$ cat config.mk
export PLATFORM = sky130hd
export DESIGN_NAME = dpca_host
export DESIGN_NICKNAME = d
export VERILOG_FILES = /design/src/pkg/dpca_pkg.sv /design/src/hdl/dpca_host.sv
export SDC_FILE = /design/constraint.sdc
export NUM_CORES = 1
export LEC_CHECK = 0
export ABC_AREA = 1
export BUFFER_PORTS_ARGS = -buffer_cell sky130_fd_sc_hd__buf_2
export CAP_MARGIN = 25
export CORE_MARGIN = 4
export CORE_UTILIZATION = 45
export DETAILED_ROUTE_END_ITERATION = 7
export PLACE_DENSITY_LB_ADDON = 0.08
export SETUP_SLACK_MARGIN = 0.1
export SKIP_CTS_REPAIR_TIMING = 1
export SYNTH_ARGS = -nofsm -noshare
export SYNTH_HDL_FRONTEND = slang
export SYNTH_SLANG_ARGS = --single-unit
export TNS_END_PERCENT = 5
$ cat constraint.sdc
create_clock -name sys_clk -period 2.3 [get_ports sys_clk]
set_input_delay 0.575 -clock sys_clk [delete_from_list [all_inputs] [get_ports sys_clk]]
set_output_delay 0.575 -clock sys_clk [all_outputs]
set_load 0.05 [all_outputs]
$ cat src/pkg/dpca_pkg.sv
// package: constants and types for the dual-port contention host controller
package dpca_pkg;

   // ************************************************************
   // clock and timing
   // ************************************************************
   localparam int CLK_PERIOD_PS   = 4000;
   localparam int TWH_NS          = 12;   // write hold after stall release
   localparam int TWP_NS          = 20;   // write pulse width
   localparam int TBAA_NS         = 20;   // stall access from address
   localparam int TBDD_NS         = 30;   // stall release to valid data
   localparam int TAA_NS          = 25;   // read access
   localparam int TWH_CYC  = (TWH_NS * 1000 + CLK_PERIOD_PS - 1) / CLK_PERIOD_PS;
   localparam int TWP_CYC  = (TWP_NS * 1000 + CLK_PERIOD_PS - 1) / CLK_PERIOD_PS;
   localparam int TBAA_CYC = (TBAA_NS * 1000 + CLK_PERIOD_PS - 1) / CLK_PERIOD_PS;
   localparam int TBDD_CYC = (TBDD_NS * 1000 + CLK_PERIOD_PS - 1) / CLK_PERIOD_PS;
   localparam int TAA_CYC  = (TAA_NS * 1000 + CLK_PERIOD_PS - 1) / CLK_PERIOD_PS;

   // ************************************************************
   // register map (byte offsets)
   // ************************************************************
   localparam logic [7:0] REG_CTRL   = 8'h00; // [0] go, [1] write
   localparam logic [7:0] REG_ADDR   = 8'h04; // [10:0]
   localparam logic [7:0] REG_WDATA  = 8'h08; // [7:0]
   localparam logic [7:0] REG_RDATA  = 8'h0C; // [7:0]
   localparam logic [7:0] REG_STATUS = 8'h10; // [0] done [1] stalled
   localparam logic [7:0] REG_MASK   = 8'h14;
   localparam logic [7:0] REG_STATE  = 8'h18; // [0] busy
   localparam int CTRL_GO_BIT  = 0;
   localparam int CTRL_WR_BIT  = 1;
   localparam int EVT_DONE_BIT = 0;
   localparam int EVT_STALL_BIT = 1;
   localparam int EVT_W        = 2;
   localparam logic [31:0] RESET_WORD = 32'h0000_0000;

   // ************************************************************
   // carriers
   // ************************************************************
   typedef struct packed {
      logic        cs_n;
      logic        oe_n;
      logic        rw;     // high read, low write
      logic [10:0] addr;
   } dpca_port_ctl_type;

   typedef enum {
      ST_IDLE, ST_SETUP, ST_WRITE, ST_HOLD, ST_READ, ST_RWAIT, ST_END
   } dpca_state_type;

endpackage

$ cat src/hdl/dpca_host.sv
// module: host controller driving one port of a contention-arbitrated RAM
//
// Behaviour
// - slave stall input precedes write strobe
// - hold write strobe after stall release
// - stalled read data not trusted
// - timing identical on left and right
// - stall-release-to-data delay is computed maximum
//
// The implementer's own choices: the register addresses and register access over APB.
`timescale 1ns/1ps
module dpca_host #(
   parameter int ADDR_W = 11,
   parameter int DATA_W = 8
) (
   // clock and reset
   input  wire logic                     sys_clk,
   input  wire logic                     rst,
   // apb slave
   input  wire logic                     psel,
   input  wire logic                     penable,
   input  wire logic                     pwrite,
   input  wire logic [7:0]               paddr,
   input  wire logic [31:0]              pwdata,
   output logic      [31:0]              prdata,
   output logic                          pready,
   output logic                          pslverr,
   // ram port pins
   output dpca_pkg::dpca_port_ctl_type   port_ctl,
   output logic      [DATA_W-1:0]        data_out,
   output logic                          data_oe_n,
   input  wire logic [DATA_W-1:0]        data_in,
   input  wire logic                     stall_n,
   // interrupt
   output logic                          irq
);

   // ************************************************************
   // register bus decode
   // ************************************************************
   dpca_pkg::dpca_state_type state_q, state_d;
   logic        wr_q;
   logic [ADDR_W-1:0] addr_q;
   logic [DATA_W-1:0] wdata_q, rdata_q;
   logic [dpca_pkg::EVT_W-1:0] status_q, mask_q;
   logic [7:0]  cnt_q;
   logic        stalled_q;

   wire access   = psel & penable;
   wire wr_acc   = access & pwrite;
   wire hit_ctrl = wr_acc & (paddr == dpca_pkg::REG_CTRL);
   wire go       = hit_ctrl & pwdata[dpca_pkg::CTRL_GO_BIT]
                   & (state_q == dpca_pkg::ST_IDLE);
   wire busy     = (state_q != dpca_pkg::ST_IDLE);
   wire mapped   = (paddr <= dpca_pkg::REG_STATE) & (paddr[1:0] == 2'b00);
   wire cnt_zero = (cnt_q == 8'h00);
   wire done_evt = (state_q == dpca_pkg::ST_END);
   wire stall_evt = ~stall_n & busy & ~stalled_q;

   assign pready  = 1'b1;   // every access completes in its access cycle
   assign pslverr = access & ~mapped;
   assign irq     = |(status_q & mask_q);

   // read mux
   always_comb begin
      case (paddr)
         dpca_pkg::REG_CTRL:   prdata = {30'h0, wr_q, busy};
         dpca_pkg::REG_ADDR:   prdata = {21'h0, addr_q};
         dpca_pkg::REG_WDATA:  prdata = {24'h0, wdata_q};
         dpca_pkg::REG_RDATA:  prdata = {24'h0, rdata_q};
         dpca_pkg::REG_STATUS: prdata = {30'h0, status_q};
         dpca_pkg::REG_MASK:   prdata = {30'h0, mask_q};
         dpca_pkg::REG_STATE:  prdata = {31'h0, busy};
         default:              prdata = dpca_pkg::RESET_WORD;
      endcase
   end

   // ************************************************************
   // configuration registers
   // ************************************************************
   // address and data frozen while a cycle runs so pins stay stable
   always_ff @(posedge sys_clk) begin
      if (rst) begin
         wr_q    <= 1'b0;
         addr_q  <= 11'h000;
         wdata_q <= 8'h00;
         mask_q  <= 2'h0;
      end else begin
         if (hit_ctrl && !busy)
            wr_q <= pwdata[dpca_pkg::CTRL_WR_BIT];
         if (wr_acc && paddr == dpca_pkg::REG_ADDR && !busy)
            addr_q <= pwdata[ADDR_W-1:0];
         if (wr_acc && paddr == dpca_pkg::REG_WDATA && !busy)
            wdata_q <= pwdata[DATA_W-1:0];
         if (wr_acc && paddr == dpca_pkg::REG_MASK)
            mask_q <= pwdata[dpca_pkg::EVT_W-1:0];
      end
   end

   // sticky events; a set in the clearing cycle wins
   wire [dpca_pkg::EVT_W-1:0] evt_set = {stall_evt, done_evt};
   wire [dpca_pkg::EVT_W-1:0] evt_clr =
      (wr_acc && paddr == dpca_pkg::REG_STATUS) ?
      pwdata[dpca_pkg::EVT_W-1:0] : 2'h0;
   always_ff @(posedge sys_clk) begin
      if (rst)
         status_q <= 2'h0;
      else
         status_q <= (status_q & ~evt_clr) | evt_set;
   end

   // ************************************************************
   // port sequencer
   // ************************************************************
   always_comb begin
      state_d = state_q;
      case (state_q)
         dpca_pkg::ST_IDLE:  if (go) state_d = dpca_pkg::ST_SETUP;
         // stall before strobe
         // let the ram settle its stall decision before strobing
         dpca_pkg::ST_SETUP: if (cnt_zero)
            state_d = wr_q ? dpca_pkg::ST_WRITE : dpca_pkg::ST_READ;
         dpca_pkg::ST_WRITE: if (cnt_zero && stall_n)
            state_d = dpca_pkg::ST_HOLD;
         dpca_pkg::ST_HOLD:  if (cnt_zero) state_d = dpca_pkg::ST_END;
         dpca_pkg::ST_READ:  if (cnt_zero && stall_n)
            state_d = dpca_pkg::ST_RWAIT;
         dpca_pkg::ST_RWAIT: if (cnt_zero) state_d = dpca_pkg::ST_END;
         dpca_pkg::ST_END:   state_d = dpca_pkg::ST_IDLE;
         default:            state_d = dpca_pkg::ST_IDLE;
      endcase
   end

   // counts are whole clocks, rounded up from the nanosecond figures
   // cycle counter per state
   always_ff @(posedge sys_clk) begin
      if (rst) begin
         state_q <= dpca_pkg::ST_IDLE;
         cnt_q   <= 8'h00;
      end else begin
         state_q <= state_d;
         if (state_d != state_q)
            case (state_d)
               dpca_pkg::ST_SETUP: cnt_q <= 8'(dpca_pkg::TBAA_CYC - 1);
               dpca_pkg::ST_WRITE: cnt_q <= 8'(dpca_pkg::TWP_CYC - 1);
               dpca_pkg::ST_HOLD:  cnt_q <= 8'(dpca_pkg::TWH_CYC - 1);
               dpca_pkg::ST_READ:  cnt_q <= 8'(dpca_pkg::TAA_CYC - 1);
               dpca_pkg::ST_RWAIT: cnt_q <= 8'(dpca_pkg::TBDD_CYC - 1);
               default:            cnt_q <= 8'h00;
            endcase
         else if (!cnt_zero)
            cnt_q <= cnt_q - 8'h01;
      end
   end

   // stall seen in this cycle; counted once per cycle
   always_ff @(posedge sys_clk) begin
      if (rst)
         stalled_q <= 1'b0;
      else if (!busy)
         stalled_q <= 1'b0;
      else if (!stall_n)
         stalled_q <= 1'b1;
   end

   always_ff @(posedge sys_clk) begin
      if (rst)
         rdata_q <= 8'h00;
      else if (state_q == dpca_pkg::ST_RWAIT && cnt_zero)
         rdata_q <= data_in;
   end

   // ************************************************************
   // pin drive
   // ************************************************************
   // phases of the coming cycle; pins are registered from the next state
   wire strobe  = (state_d == dpca_pkg::ST_WRITE) |
                  (state_d == dpca_pkg::ST_HOLD);
   wire rd_ph   = (state_d == dpca_pkg::ST_READ) |
                  (state_d == dpca_pkg::ST_RWAIT);
   wire sel_ph  = (state_d != dpca_pkg::ST_IDLE) &
                  (state_d != dpca_pkg::ST_END);
   // wr_q updates on the go edge itself, so take the bit from the bus
   wire wr_next = go ? pwdata[dpca_pkg::CTRL_WR_BIT] : wr_q;
   // data released with the select, so no drive while deselected
   wire drive   = sel_ph & wr_next;

   // no side-specific state
   // one copy of this controller serves either port unchanged
   // deselect when idle
   always_ff @(posedge sys_clk) begin
      if (rst) begin
         port_ctl  <= '{cs_n: 1'b1, oe_n: 1'b1, rw: 1'b1, addr: 11'h000};
         data_out  <= 8'h00;
         data_oe_n <= 1'b1;
      end else begin
         port_ctl.cs_n <= ~sel_ph;
         port_ctl.rw   <= ~strobe;
         port_ctl.oe_n <= ~rd_ph;
         port_ctl.addr <= addr_q;
         data_out      <= wdata_q;
         data_oe_n     <= ~drive;
      end
   end

endmodule

Word level (Yosys, flattened, before mapping)
Index checks and enable logic that the tools add are counted.
W data, S select, Z words.
{ "word_totals": {"reg_bits": 96, "input_bits": 54, "word_cells": 101} }
{ "op_classes": {"addsub": 1, "n_lt_le_gt_ge": 1, "eq_ne": 25, "n_mux": 13, "bitwise": 25, "n_reduce_logical": 21} }
{ "ops": {"columns": ["op", "n"], "rows": [
  ["$eq A32 B3 Y1 const B", 6],
  ["$mux W32", 5],
  ["$pmux W32 S5", 1],
  ["$eq A32 B2 Y1 const B", 4],
  ["$eq A32 B4 Y1 const B", 4],
  ["$pmux W11 S7", 1],
  ["$eq A32 B1 Y1 const B", 2],
  ["$logic_not A32 Y1", 2],
  ["$reduce_bool A32 Y1", 2],
  ["$ne A32 B32 Y1", 1],
  ["$ne A32 B4 Y1 const B", 1],
  ["$eq A8 B5 Y1 const B", 3],
  ["$eq A8 B4 Y1 const B", 2],
  ["$logic_not A8 Y1", 2],
  ["$mux W8", 2],
  ["$pmux W3 S4", 1],
  ["$and A1 B1 Y1", 11],
  ["$logic_and A1 B1 Y1", 9],
  ["$eq A8 B3 Y1 const B", 1],
  ["$le A8 B5 Y1 const B", 1],
  ["$not A1 Y1", 8],
  ["$reduce_or A2 Y1", 4],
  ["$sub A8 B1 Y8 const B", 1],
  ["$and A2 B2 Y2", 2],
  ["9 further kinds", 10]
]} }

Longest topological paths before layout
Gate-level depths: netlist of the first run.
{ "depth": {"word_depth": 11, "mapped_depth": 16, "mapped_depth_nobuf": 16} }

Least setup slack after synthesis of the first run
Ideal clock, no wire load.
{ "synth_timing": {"path_kind": "input -> output", "startpoint": "in paddr[1]", "endpoint": "out prdata[2]", "t_arrival_ns": 2.199, "slack_ns": -0.474, "path_stages": 5, "cell_sequence": "or2_4 > inv_1 > nand4_1 > clkbuf_1 > o221ai_1"} }
{ "synth_via": {"elab_chain_len": 2} }
{ "synth_lines": {"columns": ["item", "line_no", "source"], "rows": [
  ["start, declared", "dpca_host.sv:23", "input wire logic [7:0] paddr,"],
  ["$eq A8 B5 Y1 (tied with other cells)", "dpca_host.sv:66", "case (paddr)"],
  ["$pmux W11 S7 (*)", "dpca_host.sv:66", null],
  ["end, declared", "dpca_host.sv:25", "output logic [31:0] prdata,"]
]} }
Every way passes the cells marked *; elsewhere a longest branch is shown, timed or not.

Final worst setup path of the first run
{ "layout_timing": {"startpoint": "reg state_q[9]", "endpoint": "out prdata[0]"} }
{ "layout_via": {"elab_chain_len": 2} }
{ "layout_lines": {"columns": ["item", "line_no", "source"], "rows": [
  ["start, declared", "dpca_host.sv:41", "dpca_pkg::dpca_state_type state_q, state_d;"],
  ["start signal, assigned", "dpca_host.sv:138", "state_q <= dpca_pkg::ST_IDLE;"],
  ["start signal, assigned", "dpca_host.sv:141", "state_q <= state_d;"],
  ["$reduce_bool A32 Y1", "dpca_host.sv:54", "wire busy = (state_q != dpca_pkg::ST_IDLE);"],
  ["$pmux W11 S7", "dpca_host.sv:66", null]
]} }
Every way passes these cells.

==> impl_metrics.py, run 1 <==
metrics = {
    "hold_path": {
        "min_path_cells": 3,
        "hold_path.startpoint": "pwdata[10]",
        "hold_class": "in -> reg",
    },
    "final_layout": {
        "nets": 695,
        "area_delta_synth_final_pct": 26.6,
        "diodes": 0,
        "stdcell_count": 753,
        "nFillCells": 824,
        "final_util_pct": 59.0,
        "seq_area_um2": 1920,
        "layout-drive-gt1-share_pct": 28.7,
        "multi_input_area_um2": 1970,
    },
    "detailed_routing": {
        "vias": 3466,
        "first_pass_iters": 4,
        "finalWirelength_mm": 8.71,
        "wl_per_cell_um": 11.6,
        "ant_nets": 0,
        "drc": 0,
        "drt-vias-per-instance": 4.60,
        "drt_iter0_drc": 131,
    },
    "synthesis": {
        "synthDistinctLibCells": 42,
        "synth_top_area_cell": "dfxtp_1",
        "ys_ff_latch": 96,
        "synth_common_cells": "96 x dfxtp_1, 87 x nor2_1, 73 x nand2_1",
        "synth_top_area_share_pct": 47.1,
        "synth_area_um2": 4080,
        "synth_flop_cell": "dfxtp_1",
        "avgSynthCellArea_um2": 7.89,
        "synth.most_common_cell": "dfxtp_1",
        "yosysWarnings": 0,
        "synth_edf_count": 0,
        "ys_seq_area_share_pct": 47.1,
        "synthCells": 517,
        "async_flop_share_pct": 0,
        "yosys-top-cells-area": "dfxtp_1 47%, nor2_1 8.0%, nand2_1 6.7%, inv_1 5.0%, buf_4 4.4%",
    },
    "power_and_ir_drop": {
        "p_leak_nw": 2.38,
        "p_total_w": 0.00305,
        "power.density_nw_per_um2": 591,
        "ir_worst_vdd_mv": 0.416,
    },
    "place": {
        "placed_cells": 729,
        "port_buffers": 68,
        "place_hpwl_mm": 6.68,
        "place_congestion": 0.890,
        "dp_slack_ns": -0.165,
    },
    "setup_path": {
        "ff2ff_setup_slack_ns": 0.35,
        "timing.rr.start": "cnt_q[0]$_SDFFE_PP0P_",
        "cp_max_fo": 7,
        "crit_end": "prdata[0]",
        "worstSetupEndpointType": "output port",
        "required_ns": 1.73,
        "start_kind": "flip-flop",
        "r2r_end": "cnt_q[5]$_SDFFE_PP0P_",
        "critPathLaunch": "state_q[9]$_SDFF_PP0_",
        "crit_arrival_ns": 1.85,
        "r2r_cells": 11,
        "critPathKind": "reg -> out",
    },
    "clock_tree": {
        "numCtsBuffers": 9,
        "clockRootBuffer": "clkbuf_8",
        "clock_latency_ns": 0.37,
        "clockBufferDepth": 2,
        "cts.clk_slew.worst_paths_ns": 0.09,
        "cts_sinks": 96,
        "cts_tree": "built",
        "cts_htree_levels": 3,
    },
    "floorplanning": {
        "start_util_pct": 46.6,
        "num_rows": 34,
        "die_area_um2": 10700,
        "die_y_um": 103,
        "fp.dieW_um": 103,
        "fp.coreArea_um2": 8760,
        "ios": 112,
    },
    "sta": {
        "final.setup.tns_ns": -0.391,
        "rsz0062_at_grt": "true",
        "fin_crit_sh_pct": 105,
        "slew_headroom_pct": 63.3,
        "fin_skew_ns": 0.0155,
        "worst_slack_ns": -0.121,
        "min_period_ns": 2.42,
        "fmax_ghz": 0.413,
        "setup_viol": 8,
        "final_max_slew_viol_count": 0,
        "hold_viol": 0,
        "worst_pin_slew_ns": 0.547,
    },
    "global_routing": {
        "grt_use_met2_pct": 29.6,
        "grt_pass1_vias": 3204,
        "antenna_found_initial": 0,
        "grt_max_degree": 26,
        "overflow": 0,
        "grt.total_usage_pct": 17.2,
        "grt.met3_usage_pct": 3.62,
        "grt_pass1_wl_mm": 14.5,
        "grt.busiest_layer": "met2",
        "grt_use_met1_pct": 21.6,
    },
    "flow_run": {
        "max_cap_viol_count": 0,
    },
    "run_status": {
        "violations": "negative setup slack",
        "status": "finished with violations",
    },
}
==> final cells by class <==
type                    instances  area share (%)
multi-input cells             369            38.2
inverters                      69            5.23
flip-flops and latches         96            37.2
clock inverters                 7            1.74
well taps                     108            2.61
clock buffers                   9            2.40
repair buffers                 95            12.6
==> where the power goes <==
group | switching [W] | leakage [nW] | internal (W) | total, W
Sequential | 0.00000859 | 0.785 | 0.00169 | 0.00170
Combinational | 0.000159 | 1.49 | 0.0000510 | 0.000210
Clock | 0.000619 | 0.101 | 0.000524 | 0.00114
Total | 0.000787 | 2.38 | 0.00227 | 0.00305
==> worst max-delay path, cell delays in order, from the launching register on <==
cell	delay (ns)
dfxtp_1	0.31
nor2_1	0.10
nand2_1	0.11
nor2_4	0.17
nand3_4	0.11
nor2_8	0.21
inv_6	0.06
a31oi_4	0.12
nand4_1	0.13
buf_6	0.17
==> layout by cell type, fill, tap and decap left out, types with 3 or more instances in the layout <==
master / n
clkbuf_8: 9
a21oi_2: 10
nand2_1: 72
buf_4: 22
nand3_1: 23
dfxtp_1: 94
conb_1: 51
xor2_1: 4
nand4_1: 10
buf_2: 57
nor3_1: 3
nor2_2: 11
o21ai_0: 22
buf_6: 12
buf_12: 3
nor3_4: 5
a21oi_1: 19
nand2_2: 5
inv_1: 52
o21ai_1: 15
clkinvlp_4: 3
nand3_4: 4
inv_2: 12
o221ai_2: 6
nor2_1: 81
nor2_4: 5
==> flip-flops by register name, indices dropped and copies added, names as in the netlist <==
name and cells:
data_out 8, port_ctl 14, cnt_q 8, wr_q 1, rdata_q 8, state_q 32, status_q 2, stalled_q 1
mask_q 2, data_oe_n 1, wdata_q 8, addr_q 11
==> layer usage <==
metal / up-vias / routed length (µm)
li1: 1840 / -
met1: 1549 / 3740
met2: 69 / 4460
met3: 8 / 419
met4: 0 / 90
met5: - / 0
==> worst min path at each step <==
stage	to	slack [ns]
finish	addr_q[10]$_SDFFE_PP0P_	0.45
global placement	data_out[4]$_SDFF_PP0_	0.45
global route	addr_q[10]$_SDFFE_PP0P_	0.43
detailed placement	port_ctl[0]$_SDFF_PP0_	0.45
floorplan	data_out[0]$_SDFF_PP0_	0.42
CTS	addr_q[9]$_SDFFE_PP0P_	0.43
==> logic make-up (layout without fill, tap and decap cells) <==
| group | count (synthesis) | count (layout) | share of synthesized area, % |
|---|---|---|---|
| other | 2 | 51 | 0.184 |
| and+or+nand+nor | 231 | 231 | 27.8 |
| xor gates and xnor gates | 4 | 4 | 0.858 |
| adders and majority gates | 1 | 1 | 0.307 |
| buffers and inverters | 101 | 180 | 11.8 |
| DFF | 96 | 96 | 47.1 |
| AOI/OAI and AO/OA | 82 | 82 | 12.0 |
==> metrics by stage <==
step	instance area, µm²	hold WS [ns]
floorplan	4340	0.421
global placement	4760	0.454
detailed placement	4760	0.454
CTS	4980	0.430
global route	5170	0.434
finish	5170	0.445
(Power assumes the default switching activity.)
==> run 2, diff against run 1 <==
Settings changed: CELL_PAD_IN_SITES_DETAIL_PLACEMENT set to 1, CELL_PAD_IN_SITES_GLOBAL_PLACEMENT set to 1, CORE_UTILIZATION 45 to 34.
==> impl_metrics.py, run 2 (synthesis gave the netlist of run 1 again) <==
metrics = {
    "detailed_routing": {
        "ant_nets": 0,
        "drt_iter0_drc": 110,
        "first_pass_iters": 5,
        "vias": 3608,
        "drc": 0,
        "finalWirelength_mm": 10.4,
        "drt-vias-per-instance": 4.56,
        "wl_per_cell_um": 13.1,
    },
    "global_routing": {
        "grt_max_degree": 38,
        "grt_pass1_wl_mm": 17.5,
        "antenna_found_initial": 0,
        "grt_pass1_vias": 3589,
        "overflow": 0,
        "grt.total_usage_pct": 15.6,
    },
    "power_and_ir_drop": {
        "p_total_w": 0.00341,
        "p_leak_nw": 2.43,
        "ir_worst_vdd_mv": 0.435,
        "power.density_nw_per_um2": 643,
    },
    "clock_tree": {
        "cts.clk_slew.worst_paths_ns": 0.07,
        "clock_latency_ns": 0.35,
        "cts_sinks": 96,
        "numCtsBuffers": 9,
        "clockBufferDepth": 2,
        "clockRootBuffer": "clkbuf_16",
        "cts_htree_levels": 3,
        "cts_tree": "built",
    },
    "final_layout": {
        "regMostFlops": "state_q",
        "diodes": 0,
        "layout-drive-gt1-share_pct": 28.7,
        "nFillCells": 1453,
        "largest_register_ffs": 32,
        "final_cell_mix": "95 x dfxtp_1, 81 x nor2_1, 71 x nand2_1",
        "final_common_cell": "dfxtp_1",
        "nets": 698,
        "stdcell_count": 791,
        "area_delta_synth_final_pct": 29.8,
        "reg.largest.list": "state_q: 32 flops, port_ctl: 14 flops, addr_q: 11 flops",
        "final_util_pct": 45.8,
    },
    "floorplanning": {
        "ios": 112,
        "fp.coreArea_um2": 11600,
        "start_util_pct": 35.3,
        "die_area_um2": 13800,
        "num_rows": 39,
        "die_y_um": 118,
        "fp.dieW_um": 118,
    },
    "sta": {
        "final_max_slew_viol_count": 0,
        "fin_skew_ns": 0.00841,
        "worst_slack_ns": -0.109,
        "fmax_ghz": 0.415,
        "min_period_ns": 2.41,
        "fin_crit_sh_pct": 105,
        "hold_viol": 0,
        "rsz0062_at_grt": "true",
        "setup_viol": 8,
        "final.setup.tns_ns": -0.272,
    },
    "setup_path": {
        "crit_arrival_ns": 1.83,
        "start_kind": "input pin",
        "worstSetupEndpointType": "output port",
        "required_ns": 1.73,
        "cp_max_fo": 3,
        "ff2ff_setup_slack_ns": 0.33,
        "critPathKind": "in -> out",
    },
    "place": {
        "place_hpwl_mm": 7.84,
        "place_congestion": 0.820,
        "placed_cells": 766,
        "port_buffers": 68,
    },
    "flow_run": {
        "max_cap_viol_count": 0,
    },
    "hold_path": {
        "hold_class": "reg -> reg",
    },
    "run_status": {
        "status": "finished with violations",
        "violations": "negative setup slack",
    },
}
run 2: cell count changes in the layout (fill, tap and decap cells not counted), moves of 2 or more:
cell       change
clkbuf_16      +9
clkbuf_8       -9
buf_6          -2
buf_4          +5
run 2: worst paths after layout:
| path | depth (start not counted) | end | startpoint |
|---|---|---|---|
| max | 10 | prdata[1] | paddr[7] |
| min | 2 | port_ctl[10]$_SDFF_PP0_ | addr_q[10]$_SDFFE_PP0P_ |
| max reg2reg | 15 | cnt_q[0]$_SDFFE_PP0P_ | cnt_q[0]$_SDFFE_PP0P_ |
| min reg2reg | 2 | port_ctl[10]$_SDFF_PP0_ | addr_q[10]$_SDFFE_PP0P_ |
run 2: stage by stage:
stage | hold slack [ns] | setup slack (ns) | cell area [µm²]
finish | 0.455 | -0.109 | 5300
global route | 0.474 | -0.228 | 5300
detailed placement | 0.446 | -0.154 | 4820
global placement | 0.448 | -0.124 | 4820
floorplan | 0.421 | -0.168 | 4340
CTS | 0.455 | -0.265 | 5120
run 2: area by class of cell:
cell class,count,area (µm²),share of cell area (%)
Tap cell,143,179,3.38
Sequential cell,96,1920,36.3
Inverter,69,267,5.03
Timing Repair Buffer,98,668,12.6
Multi-Input combinational cell,369,1960,37.1
Clock buffer,10,229,4.32
Clock inverter,6,67.6,1.28
run 2: report_power, final:
group	switching, W	internal [W]	total [W]
clock network	0.000643	0.000847	0.00149
logic	0.000165	0.0000509	0.000216
registers	0.00000881	0.00169	0.00170
run 2: worst max-delay path, stage by stage:
cell and delay (ns):
buf_2 0.10, nor2_2 0.10, nand2_2 0.09, inv_1 0.09
nand2_1 0.09, nor4_1 0.23, buf_4 0.18, nand2_1 0.05
nand4_1 0.09, clkbuf_4 0.23
run 2: routing by layer:
| layer | vias to the layer above | global-route usage, % | wire (µm) |
|---|---|---|---|
| li1 | 1842 | - | - |
| met1 | 1691 | 18.8 | 4630 |
| met2 | 58 | 26.6 | 5170 |
| met3 | 17 | 3.65 | 348 |
| met4 | 0 | 6.96 | 232 |
| met5 | - | 0 | 0 |
